`config.mk`:
```
export PLATFORM = sky130hd
export DESIGN_NAME = ustf_framer
export DESIGN_NICKNAME = d
export VERILOG_FILES = /design/src/inc/ustf_pkg.sv /design/src/hdl/ustf_buf.sv /design/src/hdl/ustf_framer.sv
export SDC_FILE = /design/constraint.sdc
export NUM_CORES = 1
export LEC_CHECK = 0
export ABC_AREA = 1
export ABC_CLOCK_PERIOD_IN_PS = 3490
export BUFFER_PORTS_ARGS = -buffer_cell sky130_fd_sc_hd__buf_2
export CAP_MARGIN = 15
export CORE_MARGIN = 2
export CORE_UTILIZATION = 52
export CTS_BUF_LIST = sky130_fd_sc_hd__clkbuf_4 sky130_fd_sc_hd__clkbuf_8 sky130_fd_sc_hd__clkbuf_16
export DETAILED_ROUTE_END_ITERATION = 16
export PLACE_DENSITY = 0.76
export SYNTH_ARGS = -nofsm -noshare
export SYNTH_HDL_FRONTEND = slang
export SYNTH_SLANG_ARGS = --single-unit
```
`constraint.sdc`:
```
create_clock -name ref_clk -period 3.49 [get_ports ref_clk]
set_input_delay 0.349 -clock ref_clk [delete_from_list [all_inputs] [get_ports ref_clk]]
set_output_delay 0.349 -clock ref_clk [all_outputs]
set_load 0.005 [all_outputs]
```
`src/inc/ustf_pkg.sv`:
```
// Shared constants and carrier types of the UDP stream transfer framer.
package ustf_pkg;

  // ----------------------------------------------------------------
  // Header field values
  // ----------------------------------------------------------------
  localparam logic [3:0]  USTF_VERSION  = 4'h1;
  localparam logic [3:0]  USTF_MSG_FULL = 4'h0;
  localparam logic [3:0]  USTF_MSG_SEG  = 4'h1;
  localparam logic [7:0]  USTF_RSV_VAL  = 8'h00;

  // ----------------------------------------------------------------
  // Reset values
  // ----------------------------------------------------------------
  localparam logic [23:0] USTF_SEQ_RST  = 24'h000000;
  localparam logic [31:0] USTF_OFS_RST  = 32'h00000000;
  localparam logic [13:0] USTF_CNT_RST  = 14'h0000;

  // ----------------------------------------------------------------
  // Length limits in bytes, and the fragment size in words
  // ----------------------------------------------------------------
  // The datagram payload must stay strictly below this figure under IPv4.
  localparam int unsigned USTF_MAX_MSG_BYTES  = 32726;
  localparam int unsigned USTF_HDR_FULL_BYTES = 4;
  localparam int unsigned USTF_HDR_SEG_BYTES  = 12;
  localparam logic [31:0] USTF_FULL_LIMIT     =
    32'(USTF_MAX_MSG_BYTES - USTF_HDR_FULL_BYTES);
  // Largest whole number of data words that keeps a segmented datagram legal.
  localparam logic [13:0] USTF_SEG_WORDS      =
    14'((USTF_MAX_MSG_BYTES - 1 - USTF_HDR_SEG_BYTES) / 4);
  localparam logic [31:0] USTF_SEG_BYTES      = 32'(USTF_SEG_WORDS) << 2;
  localparam logic [13:0] USTF_SEG_LAST       = USTF_SEG_WORDS - 14'h0001;

  // ----------------------------------------------------------------
  // Carrier types and sequencer states
  // ----------------------------------------------------------------
  typedef struct packed {
    logic [31:0] data;
    logic        sop;
    logic        eop;
  } ustf_word_t;

  typedef struct packed {
    logic [31:0] len;
    logic [15:0] chan_id;
    logic [7:0]  chan_seq;
  } ustf_pkt_info_t;

  typedef enum {
    USTF_IDLE,
    USTF_HDR0,
    USTF_HDR1,
    USTF_HDR2,
    USTF_DATA
  } ustf_state_t;

endpackage

```
`src/hdl/ustf_buf.sv`:
```
// Two-entry buffer with valid and ready on both sides and registered outputs.
`timescale 1ns/1ps
module ustf_buf #(
  parameter int W = 34
) (
  input  wire logic         clk,        // System clock.
  input  wire logic         rst_n,      // Synchronous reset, active low.
  input  wire logic         up_valid,   // Word offered by the framer.
  output logic              up_ready,   // Room for at least one word.
  input  wire logic [W-1:0] up_data,    // Offered word.
  output logic              dn_valid,   // Head word present.
  input  wire logic         dn_ready,   // Receiver takes the head word.
  output logic [W-1:0]      dn_data     // Head word.
);

  logic [W-1:0] tail_q;
  logic [1:0]   cnt_q;
  logic [1:0]   cnt_d;
  logic         push;
  logic         pop;

  assign push = up_valid && up_ready;
  assign pop  = dn_valid && dn_ready;

  always_comb
  begin
    cnt_d = cnt_q;
    if (push && !pop)
      cnt_d = cnt_q + 2'h1;
    else if (pop && !push)
      cnt_d = cnt_q - 2'h1;
  end

  always_ff @(posedge clk)
  begin
    if (!rst_n)
    begin
      cnt_q    <= 2'h0;
      dn_valid <= 1'b0;
      up_ready <= 1'b0;
    end
    else
    begin
      cnt_q    <= cnt_d;
      dn_valid <= (cnt_d != 2'h0);
      up_ready <= (cnt_d != 2'h2);
    end
  end

  // Data registers need no reset; the valid flag guards them.
  always_ff @(posedge clk)
  begin
    if (pop)
    begin
      if (cnt_q == 2'h2)
        dn_data <= tail_q;
      else if (push)
        dn_data <= up_data;
      if (push && cnt_q == 2'h2)
        tail_q <= up_data;
    end
    else if (push)
    begin
      if (cnt_q == 2'h0)
        dn_data <= up_data;
      else
        tail_q <= up_data;
    end
  end

endmodule

```
`src/hdl/ustf_framer.sv`:
```
// UDP stream transfer framer: prefixes recorder packets with transfer headers.
`timescale 1ns/1ps
module ustf_framer
(
  input  wire logic                     ref_clk,   // System clock, 40 MHz.
  input  wire logic                     rst_n,     // Synchronous reset, active low.
  input  wire logic                     in_valid,  // Source offers a packet word.
  output logic                          in_ready,  // Framer takes the word.
  input  wire ustf_pkg::ustf_word_t     in_word,   // Packet word with start/end marks.
  input  wire ustf_pkg::ustf_pkt_info_t in_info,   // Packet facts, valid with start word.
  output logic                          out_valid, // Datagram word present.
  input  wire logic                     out_ready, // Receiver takes the word.
  output ustf_pkg::ustf_word_t          out_word   // Datagram word with start/end marks.
);

  import ustf_pkg::*;

  // ----------------------------------------------------------------
  // State
  // ----------------------------------------------------------------
  ustf_state_t state_q;
  logic [23:0] seq_q;
  logic        seg_mode_q;
  logic [15:0] chan_id_q;
  logic [7:0]  chan_seq_q;
  logic [31:0] offset_q;
  logic [13:0] seg_cnt_q;

  logic        buf_valid;
  logic        buf_ready;
  ustf_word_t  buf_word;
  logic        take;
  logic        seg_end;
  logic        start_seen;

  assign take       = buf_valid && buf_ready;
  assign start_seen = in_valid && in_word.sop;
  // A fragment closes once it holds the largest legal number of words.
  assign seg_end    = seg_mode_q && (seg_cnt_q == USTF_SEG_LAST);

  // ----------------------------------------------------------------
  // Datagram word selection
  // ----------------------------------------------------------------
  always_comb
  begin
    buf_valid = 1'b0;
    buf_word  = '0;
    in_ready  = 1'b0;
    case (state_q)
      USTF_IDLE:
      begin
        // Stray words outside a packet are dropped; a start word waits.
        in_ready = !start_seen;
      end
      USTF_HDR0:
      begin
        buf_valid     = 1'b1;
        buf_word.sop  = 1'b1;
        buf_word.data = {seq_q,
                         seg_mode_q ? USTF_MSG_SEG : USTF_MSG_FULL,
                         USTF_VERSION};
      end
      USTF_HDR1:
      begin
        buf_valid     = 1'b1;
        buf_word.data = {USTF_RSV_VAL, chan_seq_q, chan_id_q};
      end
      USTF_HDR2:
      begin
        buf_valid     = 1'b1;
        buf_word.data = offset_q;
      end
      USTF_DATA:
      begin
        // Words pass unchanged, so the stored byte order is kept.
        buf_valid     = in_valid;
        buf_word.data = in_word.data;
        buf_word.eop  = in_word.eop || seg_end;
        in_ready      = buf_ready;
      end
      default:
      begin
        buf_valid = 1'b0;
      end
    endcase
  end

  // ----------------------------------------------------------------
  // Sequencer
  // ----------------------------------------------------------------
  always_ff @(posedge ref_clk)
  begin
    if (!rst_n)
      state_q <= USTF_IDLE;
    else
    begin
      case (state_q)
        USTF_IDLE:
          if (start_seen)
            state_q <= USTF_HDR0;
        USTF_HDR0:
          if (take)
            state_q <= seg_mode_q ? USTF_HDR1 : USTF_DATA;
        USTF_HDR1:
          if (take)
            state_q <= USTF_HDR2;
        USTF_HDR2:
          if (take)
            state_q <= USTF_DATA;
        USTF_DATA:
          if (take)
          begin
            // One whole packet per short-header datagram keeps it integral.
            if (in_word.eop)
              state_q <= USTF_IDLE;
            else if (seg_end)
              state_q <= USTF_HDR0;
          end
        default:
          state_q <= USTF_IDLE;
      endcase
    end
  end

  // ----------------------------------------------------------------
  // Datagram sequence number
  // ----------------------------------------------------------------
  always_ff @(posedge ref_clk)
  begin
    if (!rst_n)
      seq_q <= USTF_SEQ_RST;
    else if (state_q == USTF_HDR0 && take)
      seq_q <= seq_q + 24'h000001;
  end

  // ----------------------------------------------------------------
  // Packet facts and framing choice
  // ----------------------------------------------------------------
  always_ff @(posedge ref_clk)
  begin
    if (!rst_n)
    begin
      seg_mode_q <= 1'b0;
      chan_id_q  <= 16'h0000;
      chan_seq_q <= 8'h00;
    end
    else if (state_q == USTF_IDLE && start_seen)
    begin
      // Whole framing only while packet plus short header stays legal.
      seg_mode_q <= !(in_info.len < USTF_FULL_LIMIT);
      chan_id_q  <= in_info.chan_id;
      chan_seq_q <= in_info.chan_seq;
    end
  end

  // ----------------------------------------------------------------
  // Segment offset and fragment word count
  // ----------------------------------------------------------------
  always_ff @(posedge ref_clk)
  begin
    if (!rst_n)
    begin
      offset_q  <= USTF_OFS_RST;
      seg_cnt_q <= USTF_CNT_RST;
    end
    else if (state_q == USTF_IDLE)
    begin
      offset_q  <= USTF_OFS_RST;
      seg_cnt_q <= USTF_CNT_RST;
    end
    else if (state_q == USTF_DATA && take)
    begin
      if (seg_end)
      begin
        offset_q  <= offset_q + USTF_SEG_BYTES;
        seg_cnt_q <= USTF_CNT_RST;
      end
      else
        seg_cnt_q <= seg_cnt_q + 14'h0001;
    end
  end

  // ----------------------------------------------------------------
  // Output buffer
  // ----------------------------------------------------------------
  // A stall by the receiver backs up into the sequencer, never drops a word.
  ustf_buf #(
    .W ($bits(ustf_word_t))
  ) u_buf (
    .clk      (ref_clk),
    .rst_n    (rst_n),
    .up_valid (buf_valid),
    .up_ready (buf_ready),
    .up_data  (buf_word),
    .dn_valid (out_valid),
    .dn_ready (out_ready),
    .dn_data  (out_word)
  );

endmodule

```
-- Word-level counts from Yosys, hierarchy flattened
Cells that the tools add are included.
- $add $sub $neg: 5
- multipliers: 0
- div/mod/pow operators: 0
- order comparisons: 1
- equal/unequal tests: 17
- shifts and indexed selects: 0
- multiplexer cells: 27
- bitwise gates (word level): 1
- reductions and logical operators: 28
- operators with widths (operator ; number):
    $mux W34 ; 9
    $mux W32 ; 7
    $pmux W32 S5 ; 1
    $pmux W32 S4 ; 1
    $eq A32 B2 Y1 const B ; 3
    $logic_not A32 Y1 ; 2
    $add A32 B15 Y32 const B ; 1
    $eq A32 B1 Y1 const B ; 1
    $eq A32 B3 Y1 const B ; 1
    $eq A32 B4 Y1 const B ; 1
    $lt A32 B15 Y1 const B ; 1
    $add A24 B1 Y24 const B ; 1
    $add A14 B1 Y14 const B ; 1
    $eq A14 B13 Y1 const B ; 1
    $mux W14 ; 1
    $ne A2 B2 Y1 const B ; 7
    $logic_and A1 B1 Y1 ; 10
    $reduce_bool A2 Y1 ; 4
    $reduce_and A3 Y1 ; 2
    $reduce_and A6 Y1 ; 1
    $logic_not A1 Y1 ; 4
    $mux W2 ; 2
    $pmux W1 S2 ; 2
    $mux W1 ; 3
    12 further kinds ; 12
- register bits: 199
- latch bits: 0
- memory bits (writable): 0
- ROM bits: 0
- logic and storage cells: 91
- memories kept: 0

-- Longest topological paths before layout
- depth in word-level cells: 9
- gate-level depth with buffers: 13
- depth with buffers taken out: 13

-- By module
From an unflattened synthesis, not the netlist that was laid out.
- cell total of the unflattened synthesis: 1078
- area total of the unflattened synthesis: 8376.8 µm²
- by module, submodules not included (module ; instances ; cells each ; area each (µm²) ; sequential area each (µm²)):
    ustf_framer ; 1 ; 863 ; 5585.4 ; 1901.8
    ustf_buf ; 1 ; 215 ; 2791.4 ; 2122.0

-- Worst setup path after synthesis
No wires, ideal clock.
- path kind: reg2reg
- start point: register state_q[0]
- end point: register u_buf.dn_data[0], enable pin
- library setup time: 472 ps
- arrival time: 3242 ps
- data required time: 3018 ps
- setup slack: -225 ps
- cell stages (with the launch flop): 7
- buffers on the path: 0
- period minus slack after synthesis: 3715 ps
- cell sequence: dfxtp_1 -> nor2_4 -> inv_2 -> nand2_1 -> nand2_1 -> nand2_1 -> o21ai_0
- longest elaborated chain between the ends: 6
- elaborated cells on any way between the ends: 10
- classes of those cells: eq/ne (4); mux (1); reduce/logical (5)
- ends and longest elaborated chain (element ; line ; source):
    from (decl) ; ustf_framer.sv:21 ; ustf_state_t state_q;
    from (signal assigned) ; ustf_framer.sv:103 ; state_q <= seg_mode_q ? USTF_HDR1 : USTF_DATA;
    $eq A32 B2 Y1 / $eq A32 B1 Y1 (equally long branches) ; ustf_framer.sv:49 ; case (state_q)
    $reduce_or A3 Y1 (no source line) ; n/a ;
    $pmux W1 S2 * ; ustf_framer.sv:49 ;
    $logic_and A1 B1 Y1 * ; ustf_buf.sv:22 ; assign push = up_valid && up_ready;
    $reduce_bool A2 Y1 (no source line) ; n/a ;
    $reduce_and A3 Y1 (no source line) * ; n/a ;
    to (signal assigned) ; ustf_buf.sv:56 ; dn_data <= tail_q;
    to (signal assigned) ; ustf_buf.sv:58 ; dn_data <= up_data;
    to (signal assigned) ; ustf_buf.sv:65 ; dn_data <= up_data;
    to (decl) ; ustf_buf.sv:13 ; output logic [W-1:0] dn_data
Mark *: on every way between the ends. The rest lies on a longest branch, timed or not.
A chain may end at the register's enable or synchronous reset.

==> run_results.csv <==
group,metric,value,unit
setup_path,crit_top_cell,"nand2_1",
timing,period_share,0.6563,
cells_and_area,synthToLayoutAreaGrowth,16.73,%
die,rows,46,
clock_tree,htree_levels,4,
clock_tree,hold_buffers,0,
placement,gp_congestion,0.9892,
detailed_routing,vias,7710,
cells_and_area,post-route-util,0.6166,
power_and_ir_drop,p_switching,1.991,mW
synthesis,syn_nets,1207,
power_and_ir_drop,power,5.823,mW
detailed_routing,first_pass_iters,6,
synthesis,synth_area_per_cell,7.525,sq um
global_routing,overflow,0,
setup_path,slowest_delay,0.51,ns
power_and_ir_drop,power.internal,3.832,mW
setup_path,startpoint_type,"flop",
clock_tree,cts_buffer_depth,2,
die,die_h,130.6,um
detailed_routing,antenna_left,0,
detailed_routing,routed-wl-met3,1910,um
clock_tree,cts_sinks,167,
outcome,status,"completed",
detailed_routing,highest_layer,"met4",
setup_path,cp_data_required_time,3.68,ns
placement,dp_hpwl,15730,um
setup_path,cp-end-kind,"flop",
global_routing,grt_pass1_vias,6667,
detailed_routing,met2_length,8986,um
timing,slew_headroom,0.2931,
worst_hold_path,hp-class,"input port to flop",
clock_tree,clock-root-buffer,"clkbuf_16",
setup_path,slowest_stage,"clkinv_1",
power_and_ir_drop,switching_share,0.3420,
die,ios,130,
global_routing,grt.total_usage,0.2546,
cells_and_area,drive_gt1_frac,0.1637,
synthesis,synth_cells,1107,
clock_tree,clk_pin_slew_worst_paths,0.07,ns
clock_tree,cts_resized,0,
synthesis,synthArstFlopShare,0,
clock_tree,clk_latency,0.43,ns
placement,portBuffers,128,
power_and_ir_drop,p_seq_frac,0.431,
timing,finalMaxSlewViolations,0,
synthesis,seq_area_frac_synth,0.4830,
setup_path,critical_path_class,"flop to flop",
synthesis,synthSimpleGateAreaFrac,0.3186,
power_and_ir_drop,ir_drop,0.0005265,V
synthesis,synth_top_flop_cell,"dfxtp_1",
setup_path,critical_path.max_fanout,21,
power_and_ir_drop,p_clk_frac,0.307,
synthesis,synth_edf_count,68,
die,placeableCoreArea,15770,sq um
clock_tree,cts_tree,"yes",
setup_path,arrival,2.48,ns
global_routing,grt_pass1_wl,33240,um
cells_and_area,layout.nets,1333,
global_routing,grt_antenna_before_repair,0,
synthesis,synthMuxAreaShare,0,
timing,hold_violations,0,
clock_tree,cts_setup_buffers,0,
detailed_routing,via_per_inst,5.274,
power_and_ir_drop,pwr-share-comb,0.262,
timing,grt_setup_unrepaired,"no",
timing,fin_skew,0.008693,ns
synthesis,synth_cell_types,42,
timing,fin_tns_setup,0,ns
cells_and_area,n_antenna_cell,0,
global_routing,grt_max_degree,37,
power_and_ir_drop,power_density,598.8,nW/um^2
timing,finalSetupViolCount,0,
detailed_routing,wirelength,21100,um
detailed_routing,first_iter_violations,657,
power_and_ir_drop,power.leakage,3.991,nW
detailed_routing,drc_errors,0,
die,die_width,130.6,um
detailed_routing,met1_length,9799,um
run,maxCapViolCount,0,
detailed_routing,post_drt_wl_per_cell,14.43,um
die,start_util,0.5282,
timing,worstMarginPinSlew,1.056,ns
clock_tree,numCtsBuffers,17,
timing,fin_crit,2.291,ns
synthesis,synth-seq-cells,167,
synthesis,synth_fa_ha_area_frac,0.009012,
synthesis,ys_warn_count,0,
synthesis,netlist_area,8330,sq um
synthesis,synth_top_family_by_area,"simple AND/OR/NAND/NOR gates",
timing,max_freq,0.4366,GHz
die,dieArea,17050,sq um
setup_path,cp_cell_sequence,"nor2_4, nand2_1, clkinv_1, buf_4, nand2_1, o2111ai_1, nand2_1, nand2_1",
synthesis,synth_xor_area_frac,0.01367,
synthesis,synth_compound_gate_area_share,0.1011,
metrics by stage:
| step | cells | hold WS [ns] | setup WS, ns | area, sq um |
|---|---|---|---|---|
| 3_3_place_gp | 1430 | 0.4432 | 1.253 | 9166 |
| 5_1_grt | 1462 | 0.1557 | 1.053 | 9724 |
| 6_report | 1462 | 0.1540 | 1.199 | 9724 |
| 3_5_place_dp | 1430 | 0.4492 | 1.221 | 9166 |
| 4_1_cts | 1462 | 0.1489 | 1.205 | 9724 |
| 2_1_floorplan | 1107 | 0.4245 | 0.6949 | 8330 |
layout by cell type, fill, tap and decap left out, drive strengths merged:
master | synthesis | layout
nand2 | 411 | 411
buf | 12 | 136
inv | 125 | 128
nor2 | 125 | 125
dfxtp | 99 | 99
a21oi | 69 | 69
edfxtp | 68 | 68
nand3 | 43 | 43
o21ai | 38 | 38
clkbuf | 17 | 18
o2111ai | 17 | 17
nand4 | 17 | 17
nor3 | 15 | 15
xor2 | 10 | 10
o221ai | 8 | 8
ha | 6 | 6
clkinv | 1 | 6
o211ai | 5 | 5
clkinvlp | 0 | 5
nand3b | 5 | 5
o21bai | 3 | 3
xnor2 | 3 | 3
o21a | 2 | 2
o22ai | 2 | 2
nor4 | 2 | 2
nor3b | 1 | 1
or2 | 1 | 1
and2 | 1 | 1
or3 | 1 | 1
bufinv | 0 | 1
synth_stat cells, drive strengths merged (3+ instances only):
cell type | instances | area share
buf | 12 | 0.0099
nand3 | 43 | 0.029
nand4 | 17 | 0.015
a21oi | 69 | 0.041
dfxtp | 99 | 0.24
xor2 | 10 | 0.011
o21ai | 38 | 0.023
o221ai | 8 | 0.0084
o211ai | 5 | 0.0045
nor3 | 15 | 0.0090
nand3b | 5 | 0.0050
inv | 125 | 0.057
nor2 | 125 | 0.070
edfxtp | 68 | 0.25
nand2 | 411 | 0.19
xnor2 | 3 | 0.0032
clkbuf | 17 | 0.0077
o21bai | 3 | 0.0027
ha | 6 | 0.0090
o2111ai | 17 | 0.018
kinds of logic after synthesis:
logic type / after synthesis
AND/OR/NAND/NOR: 622
adder cells (fa/ha/maj): 6
buffers and inverters: 155
AO/OA/AOI/OAI: 144
XOR/XNOR: 13
flip-flops: 167
layout make-up:
type	count	area [sq um]
clock buffers	18	432.9
well taps	216	270.3
flip-flops and latches	167	4024
repair buffers	136	700.7
inverters	126	475.5
clock inverters	14	125.1
fillers	1441	6046
multi-input cells	785	3696
routing by layer:
layer  vias up  GRT usage
li1       3838          -
met1      3485     0.3778
met2       350     0.3778
met3        37    0.04682
met4         0    0.08135
met5         -          0
final timing paths:
kind	start	to	slack [ns]	cells after the start
worst max-delay path	state_q[0]$_SDFFE_PN0P_	u_buf.dn_data[6]$_DFFE_PP_	1.20	8
worst min-delay path	in_info[7]	chan_seq_q[7]$_SDFFE_PN0P_	0.15	3
worst max register to register	state_q[0]$_SDFFE_PN0P_	u_buf.dn_data[6]$_DFFE_PP_	1.20	8
worst min register to register	chan_id_q[1]$_SDFFE_PN0P_	chan_id_q[1]$_SDFFE_PN0P_	0.45	2
state kept, by name, summed over array words and instances, names as in the netlist, 2 cells and up:
register	flops
offset_q	29
u_buf.cnt_q	2
u_buf.tail_q	34
seg_cnt_q	14
chan_seq_q	8
u_buf.dn_data	34
chan_id_q	16
state_q	3
seq_q	24
power groups by stage:
stage               Sequential [mW]  Clock (mW)  Combinational [mW]
detailed placement             2.55           0                1.51
global placement               2.55           0                1.49
global route                   2.54        1.88                1.72
finish                         2.51        1.78                1.53
floorplan                      2.56           0               0.988
CTS                            2.51        1.79                1.52
critical path: cells and delay by family (launching register included):
family,cells,cell delay [ns]
buffers and inverters,2,0.94
DFF,1,0.48
and+or+nand+nor,5,0.44
AOI/OAI and AO/OA,1,0.19
No activity file was read; power rests on OpenSTA's default activity.
